### src/pmr_pkg.sv
/*
  Constants for the port management register bank: register indices,
  field positions, write masks, reset values and serial frame codes.
  Assumes a single 40 MHz clock and 16-bit registers.
*/
package pmr_pkg;
  // ----------------------------------------------------------------
  // Register indices
  // ----------------------------------------------------------------
  localparam logic [4:0] ADDR_PORT_CONTROL = 5'h00;
  localparam logic [4:0] ADDR_QUICK_PORT_STATUS = 5'h11;
  localparam logic [4:0] ADDR_EVENT_MASK_ENABLE = 5'h12;
  localparam logic [4:0] ADDR_EVENT_FLAGS = 5'h13;
  localparam logic [4:0] ADDR_LAMP_SETUP = 5'h14;
  localparam logic [4:0] ADDR_SIDE_BAND_SIGNALLING = 5'h19;
  localparam logic [4:0] ADDR_TX_SHAPING_ONE = 5'h1c;
  localparam logic [4:0] ADDR_TX_SHAPING_TWO = 5'h1e;
  // ----------------------------------------------------------------
  // Control bit positions
  // ----------------------------------------------------------------
  localparam int CTL_RESET = 15;
  localparam int CTL_LOOPBACK = 14;
  localparam int CTL_SPEED_LSB = 13;
  localparam int CTL_AN_ENABLE = 12;
  localparam int CTL_POWER_DOWN = 11;
  localparam int CTL_AN_RESTART = 9;
  localparam int CTL_FULL_DUPLEX = 8;
  localparam int CTL_SPEED_MSB = 6;
  // ----------------------------------------------------------------
  // Event and enable bit positions
  // ----------------------------------------------------------------
  localparam int EV_AN_DONE = 7;
  localparam int EV_SPEED = 6;
  localparam int EV_DUPLEX = 5;
  localparam int EV_LINK = 4;
  localparam int EV_MGMT_FLAG = 2;
  localparam int IE_OUT_ENABLE = 1;
  localparam int IE_TEST = 0;
  // ----------------------------------------------------------------
  // Write masks and reset values
  // ----------------------------------------------------------------
  localparam logic [15:0] MASK_CONTROL = 16'h7dff;
  localparam logic [15:0] MASK_EVENT_ENABLE = 16'h00f3;
  localparam logic [15:0] MASK_LAMP = 16'hffff;
  localparam logic [15:0] MASK_SIDE_BAND = 16'h007f;
  localparam logic [15:0] MASK_TX_ONE = 16'h700f;
  localparam logic [15:0] MASK_TX_TWO = 16'h3000;
  localparam logic [15:0] RST_CONTROL = 16'h0000;
  localparam logic [15:0] RST_EVENT_ENABLE = 16'h0000;
  localparam logic [15:0] RST_LAMP = 16'h0000;
  localparam logic [15:0] RST_SIDE_BAND = 16'h0000;
  localparam logic [15:0] RST_TX_ONE = 16'h0000;
  localparam logic [15:0] RST_TX_TWO = 16'h0000;
  // ----------------------------------------------------------------
  // Serial management frame
  // ----------------------------------------------------------------
  localparam logic [5:0] PREAMBLE_ONES = 6'h20;
  localparam logic [5:0] HEADER_BITS = 6'h0d;
  localparam logic [5:0] DATA_BITS = 6'h10;
  localparam logic [1:0] OP_WRITE = 2'h1;
  localparam logic [1:0] OP_READ = 2'h2;
  typedef enum logic [1:0] {PMR_PRE, PMR_HDR, PMR_TA, PMR_DATA} pmr_state_t;
endpackage
### src/pmr_bank.sv
/*
  Per-port management register bank reached over the serial
  management pins (clock and two-way data). Holds control, quick
  status, event enables and flags, lamp setup, side-band signalling
  and two transmit shaping registers.
  Assumes all inputs are synchronous to i_mclk, the management clock
  is no faster than a quarter of i_mclk, and link status comes as levels.
*/
// How it works
// Writing one to control bit 15 resets the port; bit self-clears.
// Control bit 14 enables loopback; default cleared.
// Bits 6 and 13 pick speed: 00 is 10M, 01 is 100M; others forbidden.
// Control bit 12 enables auto-negotiation.
// Control bit 11 powers the port down; default cleared.
// Writing one to control bit 9 restarts auto-negotiation; self-clears.
// Control bit 8 selects full duplex when set, half when cleared.
// Control bit 7 is writable but drives nothing.
// Management writes zeros to bits 10 and 5:0, ignores them on read.
// Register 17 reports speed, activity, collision, link, duplex, negotiation, errors.
// Register 18 masks events and enables output; register 19 reports events.
// Register 25 holds two signalling fields and a program enable in bit 0.
// Control bits 12, 13 and 8 take their reset values from pins.
// Management never enables auto-negotiation in fiber operation.
// Interrupt asserts only when enabled and either an unmasked event is pending or the test bit is set.
// Lamp setup selects three lamp sources, blink rate, stretch and inversion.
module pmr_bank
  import pmr_pkg::*;
(
  input wire logic i_mclk, // 40 MHz clock
  input wire logic i_arst_n, // Async reset, active low
  input wire logic [4:0] i_phy_addr, // Port address on the management bus
  input wire logic i_mdc, // Management clock, sampled
  input wire logic i_mdio, // Management data in
  output logic o_mdio, // Management data out
  output logic o_mdio_oe, // Management data drive enable
  input wire logic i_cfg_an_enable, // Pin default for negotiation enable
  input wire logic i_cfg_speed_100, // Pin default for speed
  input wire logic i_cfg_full_duplex, // Pin default for duplex
  input wire logic i_speed_100, // Current speed is 100M
  input wire logic i_tx_active, // Transmit activity
  input wire logic i_rx_active, // Receive activity
  input wire logic i_collision, // Collision seen
  input wire logic i_link_up, // Link up
  input wire logic i_full_duplex, // Current duplex is full
  input wire logic i_an_complete, // Negotiation complete
  input wire logic i_polarity_rev, // Receive polarity reversed
  input wire logic i_pause, // Pause agreed
  input wire logic i_error, // Receive error seen
  output logic o_port_reset, // Soft reset pulse
  output logic o_an_restart, // Negotiation restart pulse
  output logic o_loopback, // Loopback mode
  output logic o_speed_100, // Selected speed 100M
  output logic o_an_enable, // Negotiation enabled
  output logic o_power_down, // Power-down
  output logic o_full_duplex, // Selected full duplex
  output logic o_mgmt_irq, // Interrupt, active high
  output logic [15:0] o_lamp_setup, // Lamp setup register
  output logic [15:0] o_side_band, // Side-band signalling register
  output logic [15:0] o_tx_shaping_one, // Transmit shaping one
  output logic [15:0] o_tx_shaping_two // Transmit shaping two
);
  // ----------------------------------------------------------------
  // Helpers
  // ----------------------------------------------------------------
  function automatic logic [15:0] merge(input logic [15:0] old, input logic [15:0] wr,
                                        input logic [15:0] mask);
    merge = (old & ~mask) | (wr & mask);
  endfunction
  function automatic logic irq_cond(input logic [3:0] ev, input logic [15:0] en);
    irq_cond = en[IE_OUT_ENABLE] & ((|(ev & en[EV_AN_DONE:EV_LINK])) | en[IE_TEST]);
  endfunction

  // ----------------------------------------------------------------
  // State
  // ----------------------------------------------------------------
  pmr_state_t state, next_state;
  logic mdc_q, next_mdc_q;
  logic [5:0] cnt, next_cnt;
  logic [15:0] shreg, next_shreg;
  logic [15:0] rdata, next_rdata;
  logic is_read, next_is_read;
  logic is_write, next_is_write;
  logic [4:0] reg_addr, next_reg_addr;
  logic mdio_out, next_mdio_out;
  logic mdio_oe, next_mdio_oe;
  logic [15:0] ctrl, next_ctrl;
  logic [15:0] ien, next_ien;
  logic [3:0] evt, next_evt;
  logic [15:0] lamp, next_lamp;
  logic [15:0] side, next_side;
  logic [15:0] tx1, next_tx1;
  logic [15:0] tx2, next_tx2;
  logic strap_done, next_strap_done;
  logic soft_rst, next_soft_rst;
  logic restart, next_restart;
  logic irq, next_irq;
  logic [3:0] prev, next_prev;
  logic speed_q, next_speed_q;
  logic mdc_rise;
  logic wr_en;
  logic rd_take;
  logic [15:0] wr_data;
  logic [3:0] ev_now;
  logic [3:0] ev_set;
  logic mgmt_flag;
  logic [15:0] quick;
  logic [15:0] flags_word;

  // ----------------------------------------------------------------
  // Status words
  // ----------------------------------------------------------------
  always_comb begin
    quick = {1'b0, i_speed_100, i_tx_active, i_rx_active, i_collision, i_link_up,
             i_full_duplex, ctrl[CTL_AN_ENABLE], i_an_complete, 1'b0, i_polarity_rev, i_pause,
             i_error, 3'b000};
    ev_now = {i_an_complete, i_speed_100, i_full_duplex, i_link_up};
    ev_set = {ev_now[3] & ~prev[3], ev_now[2:0] ^ prev[2:0]} & {4{strap_done}};
    mgmt_flag = irq_cond(evt, ien);
    flags_word = 16'h0000;
    flags_word[EV_AN_DONE:EV_LINK] = evt;
    flags_word[EV_MGMT_FLAG] = mgmt_flag;
  end

  // ----------------------------------------------------------------
  // Serial frame engine
  // ----------------------------------------------------------------
  always_comb begin
    mdc_rise = i_mdc & ~mdc_q;
    next_mdc_q = i_mdc;
    next_state = state;
    next_cnt = cnt;
    next_shreg = shreg;
    next_rdata = rdata;
    next_is_read = is_read;
    next_is_write = is_write;
    next_reg_addr = reg_addr;
    next_mdio_out = mdio_out;
    next_mdio_oe = mdio_oe;
    wr_en = 1'b0;
    rd_take = 1'b0;
    wr_data = {shreg[14:0], i_mdio};
    if (mdc_rise) begin
      case (state)
        PMR_PRE: begin
          if (i_mdio && cnt != PREAMBLE_ONES) begin
            next_cnt = cnt + 6'h01;
          end else if (!i_mdio && cnt == PREAMBLE_ONES) begin
            next_state = PMR_HDR;
            next_cnt = 6'h01;
            next_shreg = 16'h0000;
          end else if (!i_mdio) begin
            next_cnt = 6'h00;
          end
        end
        PMR_HDR: begin
          next_shreg = {shreg[14:0], i_mdio};
          next_cnt = cnt + 6'h01;
          if (cnt == HEADER_BITS) begin
            next_state = PMR_TA;
            next_cnt = 6'h00;
            next_reg_addr = {shreg[3:0], i_mdio};
            next_is_read = shreg[11] && (shreg[10:9] == OP_READ) && (shreg[8:4] == i_phy_addr);
            next_is_write = shreg[11] && (shreg[10:9] == OP_WRITE) && (shreg[8:4] == i_phy_addr);
          end
        end
        PMR_TA: begin
          next_cnt = cnt + 6'h01;
          if (cnt == 6'h00) begin
            next_mdio_oe = is_read;
            next_mdio_out = 1'b0;
            rd_take = is_read;
          end else begin
            next_state = PMR_DATA;
            next_cnt = 6'h00;
            next_mdio_out = rdata[15];
            next_rdata = {rdata[14:0], 1'b0};
          end
        end
        PMR_DATA: begin
          next_shreg = wr_data;
          next_cnt = cnt + 6'h01;
          next_mdio_out = rdata[15];
          next_rdata = {rdata[14:0], 1'b0};
          if (cnt == DATA_BITS - 6'h01) begin
            wr_en = is_write;
            next_state = PMR_PRE;
            next_cnt = 6'h00;
            next_mdio_oe = 1'b0;
            next_is_read = 1'b0;
            next_is_write = 1'b0;
          end
        end
        default: begin
          next_state = PMR_PRE;
          next_cnt = 6'h00;
        end
      endcase
    end
    if (rd_take) begin
      case (reg_addr)
        ADDR_PORT_CONTROL: next_rdata = ctrl;
        ADDR_QUICK_PORT_STATUS: next_rdata = quick;
        ADDR_EVENT_MASK_ENABLE: next_rdata = ien;
        ADDR_EVENT_FLAGS: next_rdata = flags_word;
        ADDR_LAMP_SETUP: next_rdata = lamp;
        ADDR_SIDE_BAND_SIGNALLING: next_rdata = side;
        ADDR_TX_SHAPING_ONE: next_rdata = tx1;
        ADDR_TX_SHAPING_TWO: next_rdata = tx2;
        default: next_rdata = 16'h0000;
      endcase
    end
  end

  // ----------------------------------------------------------------
  // Register file
  // ----------------------------------------------------------------
  always_comb begin
    next_ctrl = ctrl;
    next_ien = ien;
    next_lamp = lamp;
    next_side = side;
    next_tx1 = tx1;
    next_tx2 = tx2;
    next_strap_done = 1'b1;
    next_soft_rst = 1'b0;
    next_restart = 1'b0;
    next_prev = ev_now;
    // Read clear loses to a new event
    next_evt = ((rd_take && reg_addr == ADDR_EVENT_FLAGS) ? 4'h0 : evt) | ev_set;
    if (!strap_done) begin
      next_ctrl[CTL_SPEED_LSB] = i_cfg_speed_100;
      next_ctrl[CTL_AN_ENABLE] = i_cfg_an_enable;
      next_ctrl[CTL_FULL_DUPLEX] = i_cfg_full_duplex;
    end
    if (wr_en) begin
      case (reg_addr)
        ADDR_PORT_CONTROL: begin
          next_ctrl = merge(ctrl, wr_data, MASK_CONTROL);
          next_soft_rst = wr_data[CTL_RESET];
          next_restart = wr_data[CTL_AN_RESTART];
        end
        ADDR_EVENT_MASK_ENABLE: next_ien = merge(ien, wr_data, MASK_EVENT_ENABLE);
        ADDR_LAMP_SETUP: next_lamp = merge(lamp, wr_data, MASK_LAMP);
        ADDR_SIDE_BAND_SIGNALLING: next_side = merge(side, wr_data, MASK_SIDE_BAND);
        ADDR_TX_SHAPING_ONE: next_tx1 = merge(tx1, wr_data, MASK_TX_ONE);
        ADDR_TX_SHAPING_TWO: next_tx2 = merge(tx2, wr_data, MASK_TX_TWO);
        default: next_ctrl = ctrl;
      endcase
    end
    if (soft_rst) begin
      // Soft reset restores defaults and re-reads the pins
      next_ctrl = RST_CONTROL;
      next_ien = RST_EVENT_ENABLE;
      next_lamp = RST_LAMP;
      next_side = RST_SIDE_BAND;
      next_tx1 = RST_TX_ONE;
      next_tx2 = RST_TX_TWO;
      next_evt = 4'h0;
      next_strap_done = 1'b0;
    end
    next_speed_q = next_ctrl[CTL_SPEED_LSB] & ~next_ctrl[CTL_SPEED_MSB];
    next_irq = irq_cond(next_evt, next_ien);
  end

  always_ff @(posedge i_mclk or negedge i_arst_n) begin
    if (!i_arst_n) begin
      state <= PMR_PRE;
      mdc_q <= 1'b0;
      cnt <= 6'h00;
      shreg <= 16'h0000;
      rdata <= 16'h0000;
      is_read <= 1'b0;
      is_write <= 1'b0;
      reg_addr <= 5'h00;
      mdio_out <= 1'b0;
      mdio_oe <= 1'b0;
      ctrl <= RST_CONTROL;
      ien <= RST_EVENT_ENABLE;
      evt <= 4'h0;
      lamp <= RST_LAMP;
      side <= RST_SIDE_BAND;
      tx1 <= RST_TX_ONE;
      tx2 <= RST_TX_TWO;
      strap_done <= 1'b0;
      soft_rst <= 1'b0;
      restart <= 1'b0;
      irq <= 1'b0;
      prev <= 4'h0;
      speed_q <= 1'b0;
    end else begin
      state <= next_state;
      mdc_q <= next_mdc_q;
      cnt <= next_cnt;
      shreg <= next_shreg;
      rdata <= next_rdata;
      is_read <= next_is_read;
      is_write <= next_is_write;
      reg_addr <= next_reg_addr;
      mdio_out <= next_mdio_out;
      mdio_oe <= next_mdio_oe;
      ctrl <= next_ctrl;
      ien <= next_ien;
      evt <= next_evt;
      lamp <= next_lamp;
      side <= next_side;
      tx1 <= next_tx1;
      tx2 <= next_tx2;
      strap_done <= next_strap_done;
      soft_rst <= next_soft_rst;
      restart <= next_restart;
      irq <= next_irq;
      prev <= next_prev;
      speed_q <= next_speed_q;
    end
  end

  // ----------------------------------------------------------------
  // Outputs
  // ----------------------------------------------------------------
  assign o_mdio = mdio_out;
  assign o_mdio_oe = mdio_oe;
  assign o_port_reset = soft_rst;
  assign o_an_restart = restart;
  assign o_loopback = ctrl[CTL_LOOPBACK];
  assign o_speed_100 = speed_q;
  assign o_an_enable = ctrl[CTL_AN_ENABLE];
  assign o_power_down = ctrl[CTL_POWER_DOWN];
  assign o_full_duplex = ctrl[CTL_FULL_DUPLEX];
  assign o_mgmt_irq = irq;
  assign o_lamp_setup = lamp;
  assign o_side_band = side;
  assign o_tx_shaping_one = tx1;
  assign o_tx_shaping_two = tx2;
endmodule

### config.mk
export PLATFORM = sky130hd
export DESIGN_NAME = pmr_bank
export DESIGN_NICKNAME = d
export VERILOG_FILES = /design/src/pmr_pkg.sv /design/src/pmr_bank.sv
export SDC_FILE = /design/constraint.sdc
export NUM_CORES = 1
export LEC_CHECK = 0
export ABC_AREA = 1
export BUFFER_PORTS_ARGS = -buffer_cell sky130_fd_sc_hd__buf_2
export CAP_MARGIN = 30
export CORE_MARGIN = 2
export CORE_UTILIZATION = 53
export DETAILED_ROUTE_END_ITERATION = 7
export GPL_TIMING_DRIVEN = 0
export PLACE_DENSITY_LB_ADDON = 0.3
export SLEW_MARGIN = 5
export SYNTH_ARGS = -nofsm -noshare
export SYNTH_HDL_FRONTEND = slang
export SYNTH_SLANG_ARGS = --single-unit
### constraint.sdc
create_clock -name i_mclk -period 2.1 [get_ports i_mclk]
set_input_delay 0.315 -clock i_mclk [delete_from_list [all_inputs] [get_ports i_mclk]]
set_output_delay 0.315 -clock i_mclk [all_outputs]
set_load 0.05 [all_outputs]
---- Word level (Yosys, flattened, before mapping) ----
Index checks and enable logic that the tools add are counted.
cells by class
  add/sub/neg operators ................... 1
  reduce and logical (&&, ||, !) cells .... 41
  mux-type cells .......................... 63
  bitwise operators ....................... 20
  eq/ne operators ......................... 27
operators by type and width
  cell                                                             number
  16-bit 2-to-1 mux                                                20
  16-bit one-hot mux with 8 select lines                           1
  16-bit one-hot mux with 2 select lines                           2
  6-bit 2-to-1 mux                                                 6
  5-bit == test, second input constant                             7
  16-bit by 15-bit OR with 16-bit output                           2
  15-bit 2-to-1 mux                                                2
  15-bit one-hot mux with 2 select lines                           1
  6-bit one-hot mux with 4 select lines                            1
  2-bit nonzero test                                               11
  1-bit 2-to-1 mux                                                 17
  16-bit by 14-bit OR with 16-bit output                           1
  16-bit by 7-bit OR with 16-bit output                            1
  16-bit by 8-bit OR with 16-bit output                            1
  2-bit AND reduction                                              7
  4-bit AND                                                        3
  6-bit by 4-bit == test with 1-bit output, second input constant  2
  2-bit 2-to-1 mux                                                 6
  2-bit != test, second input constant                             6
  4-bit AND reduction                                              3
  3-bit AND reduction                                              3
  4-bit 2-to-1 mux                                                 2
  1-bit one-hot mux with 2 select lines                            4
  2-bit one-hot mux with 4 select lines                            1
  other kinds (25)                                                 42
word-level totals
  input bits .............................. 22
  register bits ........................... 158

---- Depth between registers and ports, before layout ----
Gate-level depths: netlist of run 1.
  depth in word-level cells ............... 12
  gate-level depth with buffers ........... 12

---- Worst setup path before layout of run 1 ----
OpenSTA, ideal clock, no wires.
  path type ............................... register to register
  from .................................... reg state[0]
  to ...................................... reg rdata[6]
  setup slack ............................. 0.289 ns
  arrival ................................. 1.665 ns
  stages on the path, launching flop included .. 11
  clock period less this slack ............ 1.811 ns
  required time ........................... 1.954 ns
  cells stage by stage .................... dfrtp_1 clkbuf_1 inv_1 ha_1 inv_1 a21oi_2 nand2_1 nand2_2 inv_2 nand2_1 o311ai_0
on the way
  word-level cells in the longest chain between the ends .. 5
RTL lines
  what                                                          line             text
  from (decl)                                                   pmr_bank.sv:76   pmr_state_t state, next_state;
  from (signal assigned)                                        pmr_bank.sv:291  state <= next_state;
  2-bit == test                                                 pmr_bank.sv:143  case (state)
  1-bit 2-to-1 mux                                              pmr_bank.sv:143
  1-bit 2-to-1 mux                                              pmr_bank.sv:142  if (mdc_rise) begin
  3-bit != test (no source line), or another cell as far along  n/a
  3-bit AND reduction (no source line)                          n/a
  to (signal assigned)                                          pmr_bank.sv:295  rdata <= next_rdata;
  to (decl)                                                     pmr_bank.sv:80   logic [15:0] rdata, next_rdata;
Several ways; a longest one is shown, not always the timed one. The select of a mux whose other input is x is not followed.
A chain may end at the register's enable or synchronous reset.

---- Worst setup path in the final report of run 1 ----
  from .................................... reg state[0]
  to ...................................... reg rdata[13]
The elaborated chain is that of the path after synthesis.

==> results.yml, run 1 <==
status:
  status: "completed"
sta:
  finalSetupTns_ns: 0
  finalMaxSlewViolations: 0
  finalSetupViolCount: 0
  hold_viol_final: 0
  period_needed_ns: 2.033
  timing.final.crit_share_pct: 96.82
  final.setup_skew_ns: 0.01103
  max_freq_ghz: 0.4918
  setup_ws_ns: 0.06668
  max_slew_margin_pct: 56.92
  rsz0062_at_grt: "yes"
  worst_pin_slew_ns: 0.6428
synthesis:
  post-synth-top-count-cell: "nand2_1"
  synth_seq_cells: 116
  syn_area_sq_um: 6073
  synth_edf_count: 0
  syn-mean-instance-area_sq_um: 8.274
  yosys.area.top_type: "dfrtp_1"
  synth_area_leaders: "dfrtp_1, nand2_1, o21ai_0"
  ys_types: 50
  netlist_instances: 734
  synth_flop_cell: "dfrtp_1"
  yosysSeqAreaShare_pct: 47.80
  ys_warn_count: 0
  synthArstFlopShare_pct: 100.0
  synth_common_cells: "nand2_1, dfrtp_1, inv_1, o21ai_0, nor2_1"
  synth_top_cell_area_share_pct: 47.80
critical_path:
  end_kind: "flop"
  worstPathMaxFanout: 10
  crit_type: "flop to flop"
  worstPathRequired_ns: 2.39
  critPathArrivalTime_ns: 2.33
  start_kind: "flop"
floorplanning:
  ios: 96
  die-area_sq_um: 12330
  die_y_um: 111.0
  core_area_sq_um: 11320
  initial_utilization_pct: 53.65
  rows: 39
  die_width_um: 111.0
place:
  portBuffers: 63
  hpwlAfterDp_um: 12330
  place_ws_ns: -0.2540
  gp_congestion: 0.9109
clock_network:
  cts_htree_levels: 4
  cts.sink_count: 116
  cts_max_path_buffers: 2
  cts_tree: "built"
  root_buffer: "clkbuf_16"
  clk_pin_slew_ns: 0.05
  clock_latency_ns: 0.42
  cts_made_buffers: 17
grt:
  grt-ovfl-total: 0
  grt.total_usage_pct: 28.16
  grt_start_max_net_pins: 70
  grt_pass1_wl_um: 27110
  first_global_vias: 5252
  antenna_found_initial: 0
power_and_ir_drop:
  ir_drop_mv: 0.5655
  power_density_nw_per_um2: 1053
  leakage_uw: 0.003695
  p_total_uw: 7781
cells_and_area:
  layout-drive-gt1-share_pct: 23.36
  antenna_cells: 0
  syn_to_final_growth_pct: 21.69
  nNetsFinal: 886
drt:
  drc_errors: 0
  totalWireLength_um: 16910
  ant_nets: 0
  avgViaCountPerCell: 5.489
  wl_per_cell_um: 16.71
  dr.pass1.iters: 5
  drt-initial-drc-count: 506
  vias: 5555
worst_hold_path:
  hold_path.class: "primary input to flop"
job:
  max_cap_viol_count: 0
path summary, 6_finish.rpt:
kind / from / cells after the start / to / slack, ns
min in group asynchronous: i_arst_n / 2 / shreg[9] / 0.39
max reg2reg: state[0] / 9 / rdata[13] / 0.07
min: i_mdc / 1 / mdc_q / 0.02
min reg2reg: o_mdio_oe / 2 / o_mdio_oe / 0.48
max: state[0] / 9 / rdata[13] / 0.07
max in group asynchronous: i_arst_n / 3 / rdata[2] / 1.01
power breakdown:
group / internal, uW / leakage (uW) / total, uW / switching, uW
combinational: 623 / 0.00193 / 2040 / 1420
clock: 1780 / 0.000275 / 2810 / 1030
sequential: 2630 / 0.00149 / 2930 / 301
total: 5030 / 0.00369 / 7780 / 2750
critical path, cell delays in order, from the launching register on:
cell and delay [ns]:
dfrtp_1 0.41, clkbuf_2 0.18, inv_2 0.12, ha_2 0.23
inv_1 0.10, a21oi_4 0.24, nand2_2 0.15, buf_4 0.20
o21ai_0 0.18, o21ai_0 0.11
timing repair:
action                                  4_1_cts  5_1_grt
endpoints found under the hold margin        47        0
buffers inserted                              3        4
hold buffers                                  1        0
resized for setup                             8        4
endpoints found under the setup margin       21       22
pin swaps                                     1        1
per-stage QoR:
| step | instance area [sq um] | hold WS [ns] | cells | utilization (%) |
|---|---|---|---|---|
| 2_1_floorplan | 6190 | 0.01941 | 765 | - |
| 3_5_place_dp | 6718 | 0.2825 | 972 | 59.34 |
| 6_report | 7391 | 0.02241 | 1012 | 65.29 |
| 4_1_cts | 7356 | 0.01820 | 1008 | 64.98 |
| 5_1_grt | 7391 | 0.01936 | 1012 | 65.29 |
| 3_3_place_gp | 6684 | 0.4390 | 971 | 59.04 |
registers in the layout (all words and copies together) (netlist names):
signal / count
o_tx_shaping_two: 2
o_speed_100: 1
o_mdio_oe: 1
is_read: 1
o_mgmt_irq: 1
o_mdio: 1
ctrl: 16
o_tx_shaping_one: 7
ien: 6
cnt: 6
o_an_restart: 1
state: 2
evt: 4
o_lamp_setup: 16
prev: 4
strap_done: 1
o_port_reset: 1
o_side_band: 7
mdc_q: 1
is_write: 1
shreg: 15
reg_addr: 5
rdata: 16
cell families (layout without fill, tap and decap cells):
kind of cell	Yosys count	count (layout)	share of synthesized area, %
AO/OA/AOI/OAI	142	142	13.25
AND/OR/NAND/NOR	324	324	25.13
flip-flops	116	116	47.80
XOR/XNOR	4	4	0.5768
multiplexers	1	1	0.1648
adder cells (fa/ha/maj)	8	8	1.648
buffers and inverters	138	242	11.37
other	1	32	0.06175
cell usage in the layout, fill, tap and decap left out, types with 12 or more instances in the layout:
| cell type | netlist | routed |
|---|---|---|
| o22ai_1 | 12 | 12 |
| conb_1 | 1 | 32 |
| o21ai_1 | 20 | 21 |
| buf_2 | 9 | 70 |
| nor2_1 | 47 | 46 |
| inv_1 | 75 | 74 |
| dfrtp_1 | 116 | 116 |
| nand3_1 | 45 | 45 |
| clkbuf_16 | 0 | 17 |
| nand4_1 | 16 | 16 |
| a21oi_1 | 18 | 18 |
| o21ai_0 | 64 | 63 |
| nand2_1 | 177 | 175 |
| buf_4 | 38 | 45 |
cell type report:
class	instances	area, sq um
timing repair buffer	72	411.6
multi-input combinational	511	2624
clock inverter	7	71.32
buffer	53	371.6
tap	143	178.9
fill	947	3930
sequential	116	2903
clock buffer	25	505.5
inverter	85	325.3
metal layers:
| layer | share of wire [%] | track usage, % |
|---|---|---|
| met1 | 44 | 38.89 |
| met2 | 47 | 44.54 |
| met3 | 6.5 | 5.249 |
| met4 | 2.8 | 10.95 |
| met5 | 0 | 0 |
Note: power is estimated with default switching activity, not from simulation.
==> run 2: changes to the inputs <==
--- a/config.mk
+++ b/config.mk
@@ -9,7 +9,7 @@
 export BUFFER_PORTS_ARGS = -buffer_cell sky130_fd_sc_hd__buf_2
 export CAP_MARGIN = 30
 export CORE_MARGIN = 2
-export CORE_UTILIZATION = 53
+export CORE_UTILIZATION = 40
 export DETAILED_ROUTE_END_ITERATION = 7
 export GPL_TIMING_DRIVEN = 0
 export PLACE_DENSITY_LB_ADDON = 0.3
==> results.yml, run 2 (synthesis results as in run 1) <==
clock_network:
  cts_made_buffers: 17
  cts_tree: "built"
  root_buffer: "clkbuf_16"
  clk_pin_slew_ns: 0.05
  cts_max_path_buffers: 2
  clock_latency_ns: 0.42
  cts.sink_count: 116
  cts_htree_levels: 4
grt:
  grt-ovfl-total: 0
  grt.total_usage_pct: 21.66
  grt_pass1_wl_um: 26670
  first_global_vias: 4912
  grt_start_max_net_pins: 61
  antenna_found_initial: 0
drt:
  totalWireLength_um: 16760
  vias: 5299
  wl_per_cell_um: 15.90
  dr.pass1.iters: 5
  avgViaCountPerCell: 5.028
  drt-initial-drc-count: 453
  drc_errors: 0
  ant_nets: 0
power_and_ir_drop:
  p_switching_uw: 2701
  seqPwrFrac_pct: 38.0
  p_int_uw: 5008
  p_total_uw: 7709
  power_density_nw_per_um2: 1038
  p_comb_share_pct: 25.9
  ir_drop_mv: 0.5265
  leakage_uw: 0.003704
  pwr-share-clk_pct: 36.1
  switching_share_pct: 35.03
worst_hold_path:
  holdPathEnd: "mdc_q"
  holdPathStages: 1
  hold_path.class: "primary input to flop"
  hold_start: "i_mdc"
cells_and_area:
  fin_util_pct: 49.42
  layout-drive-gt1-share_pct: 23.44
  antenna_cells: 0
  final_common_cell: "nand2_1"
  syn_to_final_growth_pct: 22.33
  nNetsFinal: 883
  layout_common_cells: "nand2_1, dfrtp_1, inv_1, buf_2, o21ai_0"
floorplanning:
  die_width_um: 127.2
  ios: 96
  die-area_sq_um: 16180
  rows: 45
  initial_utilization_pct: 40.40
  core_area_sq_um: 15030
  die_y_um: 127.2
place:
  portBuffers: 63
  place_ws_ns: -0.2400
  gp_congestion: 0.9027
  hpwlAfterDp_um: 12440
critical_path:
  reg2reg_slack_ns: 0.11
  end_kind: "flop"
  worstPathMaxFanout: 10
  worstPathRequired_ns: 2.39
  reg2reg_from: "state[0]"
  max_stage_delay_ns: 0.40
  critPathArrivalTime_ns: 2.28
  cp_slowest_cell: "dfrtp_1"
  crit_type: "flop to flop"
  path_cells: "ha_1 > buf_4 > nand2_1 > nor2_2 > nand2_4 > clkinv_2 > a21oi_2 > buf_2 > o21ai_0"
  start_kind: "flop"
  rr_worst_depth: 9
  reg2reg_to: "o_side_band[0]"
status:
  status: "completed"
job:
  max_cap_viol_count: 0
sta:
  worst_pin_slew_ns: 0.6788
  hold_viol_final: 0
  timing.final.crit_share_pct: 94.56
  period_needed_ns: 1.986
  rsz0062_at_grt: "yes"
  finalSetupViolCount: 0
  max_slew_margin_pct: 54.50
  final.setup_skew_ns: 0.008219
  finalMaxSlewViolations: 0
  max_freq_ghz: 0.5036
  setup_ws_ns: 0.1142
[run 2: cell count changes in the layout (fill, tap and decap cells not counted)]
| cell | delta |
|---|---|
| nand3_2 | +1 |
| clkbuf_1 | -2 |
| buf_4 | -3 |
| nand3_1 | -1 |
| clkbuf_4 | -1 |
| nand2_4 | +1 |
| buf_2 | +1 |
| clkinvlp_4 | -2 |
| nand2_2 | -1 |
| clkinv_2 | +4 |
[run 2: stage by stage]
stage	std cells	hold WS, ns	setup TNS [ns]	area, sq um
2_1_floorplan	765	0.01941	0	6190
3_3_place_gp	1016	0.4426	-90.21	6740
3_5_place_dp	1017	0.3369	-2.333	6774
4_1_cts	1054	0.006373	0	7405
5_1_grt	1054	0.005522	-0.01438	7430
6_report	1054	0.01794	0	7430
[run 2: worst max-delay path: cells and delay by family, from the launching register on]
family | cells | cell delay, ns
flops | 1 | 0.40
simple gates | 3 | 0.31
fa+ha+maj | 1 | 0.20
buf+inv | 3 | 0.57
compound gates | 2 | 0.36
[run 2: what timing repair did]
action / 4_1_cts / 5_1_grt
setup endpoints to repair: 16 / 29
hold buffers: 1 / 0
buffers inserted: 4 / 0
gates resized for setup: 5 / 8
pin swaps: 2 / 0
endpoints found under the hold margin: 59 / 0
[run 2: area by class of cell]
class,count,area [sq um]
Fill cell,1461,7604
Sequential cell,116,2903
Multi-Input combinational cell,511,2634
Clock buffer,23,498.0
Timing Repair Buffer,69,389.1
Buffer,53,369.1
Inverter,85,325.3
Tap cell,188,235.2
Clock inverter,9,76.32
[run 2: how the worst max path moves through the flow]
stage                                 endpoint  slack (ns)  cells past startpoint      from
final                           o_side_band[0]        0.11                      9  state[0]
after global routing      o_tx_shaping_one[13]      -0.008                     10  state[0]
after CTS                     o_lamp_setup[10]       0.001                     10  state[0]
after detailed placement              rdata[6]       -0.24                      9  state[0]
after global placement                rdata[3]       -0.77                      1  i_arst_n
after floorplan                       rdata[6]        0.29                     10  state[0]
[run 2: layer usage]
layer	part of all wire [%]	global-route usage, %
met5	0	0
met4	2.7	9.373
met1	46	30.66
met3	5.8	3.853
met2	45	32.83
[run 2: power by group through the flow]
| stage | clock [uW] | sequential (uW) | combinational (uW) |
|---|---|---|---|
| after CTS | 2820 | 2920 | 1980 |
| after floorplan | 0 | 2960 | 1310 |
| after global placement | 0 | 2950 | 1880 |
| after global routing | 2920 | 2970 | 2230 |
| after detailed placement | 0 | 2950 | 1920 |
| final | 2780 | 2930 | 2000 |
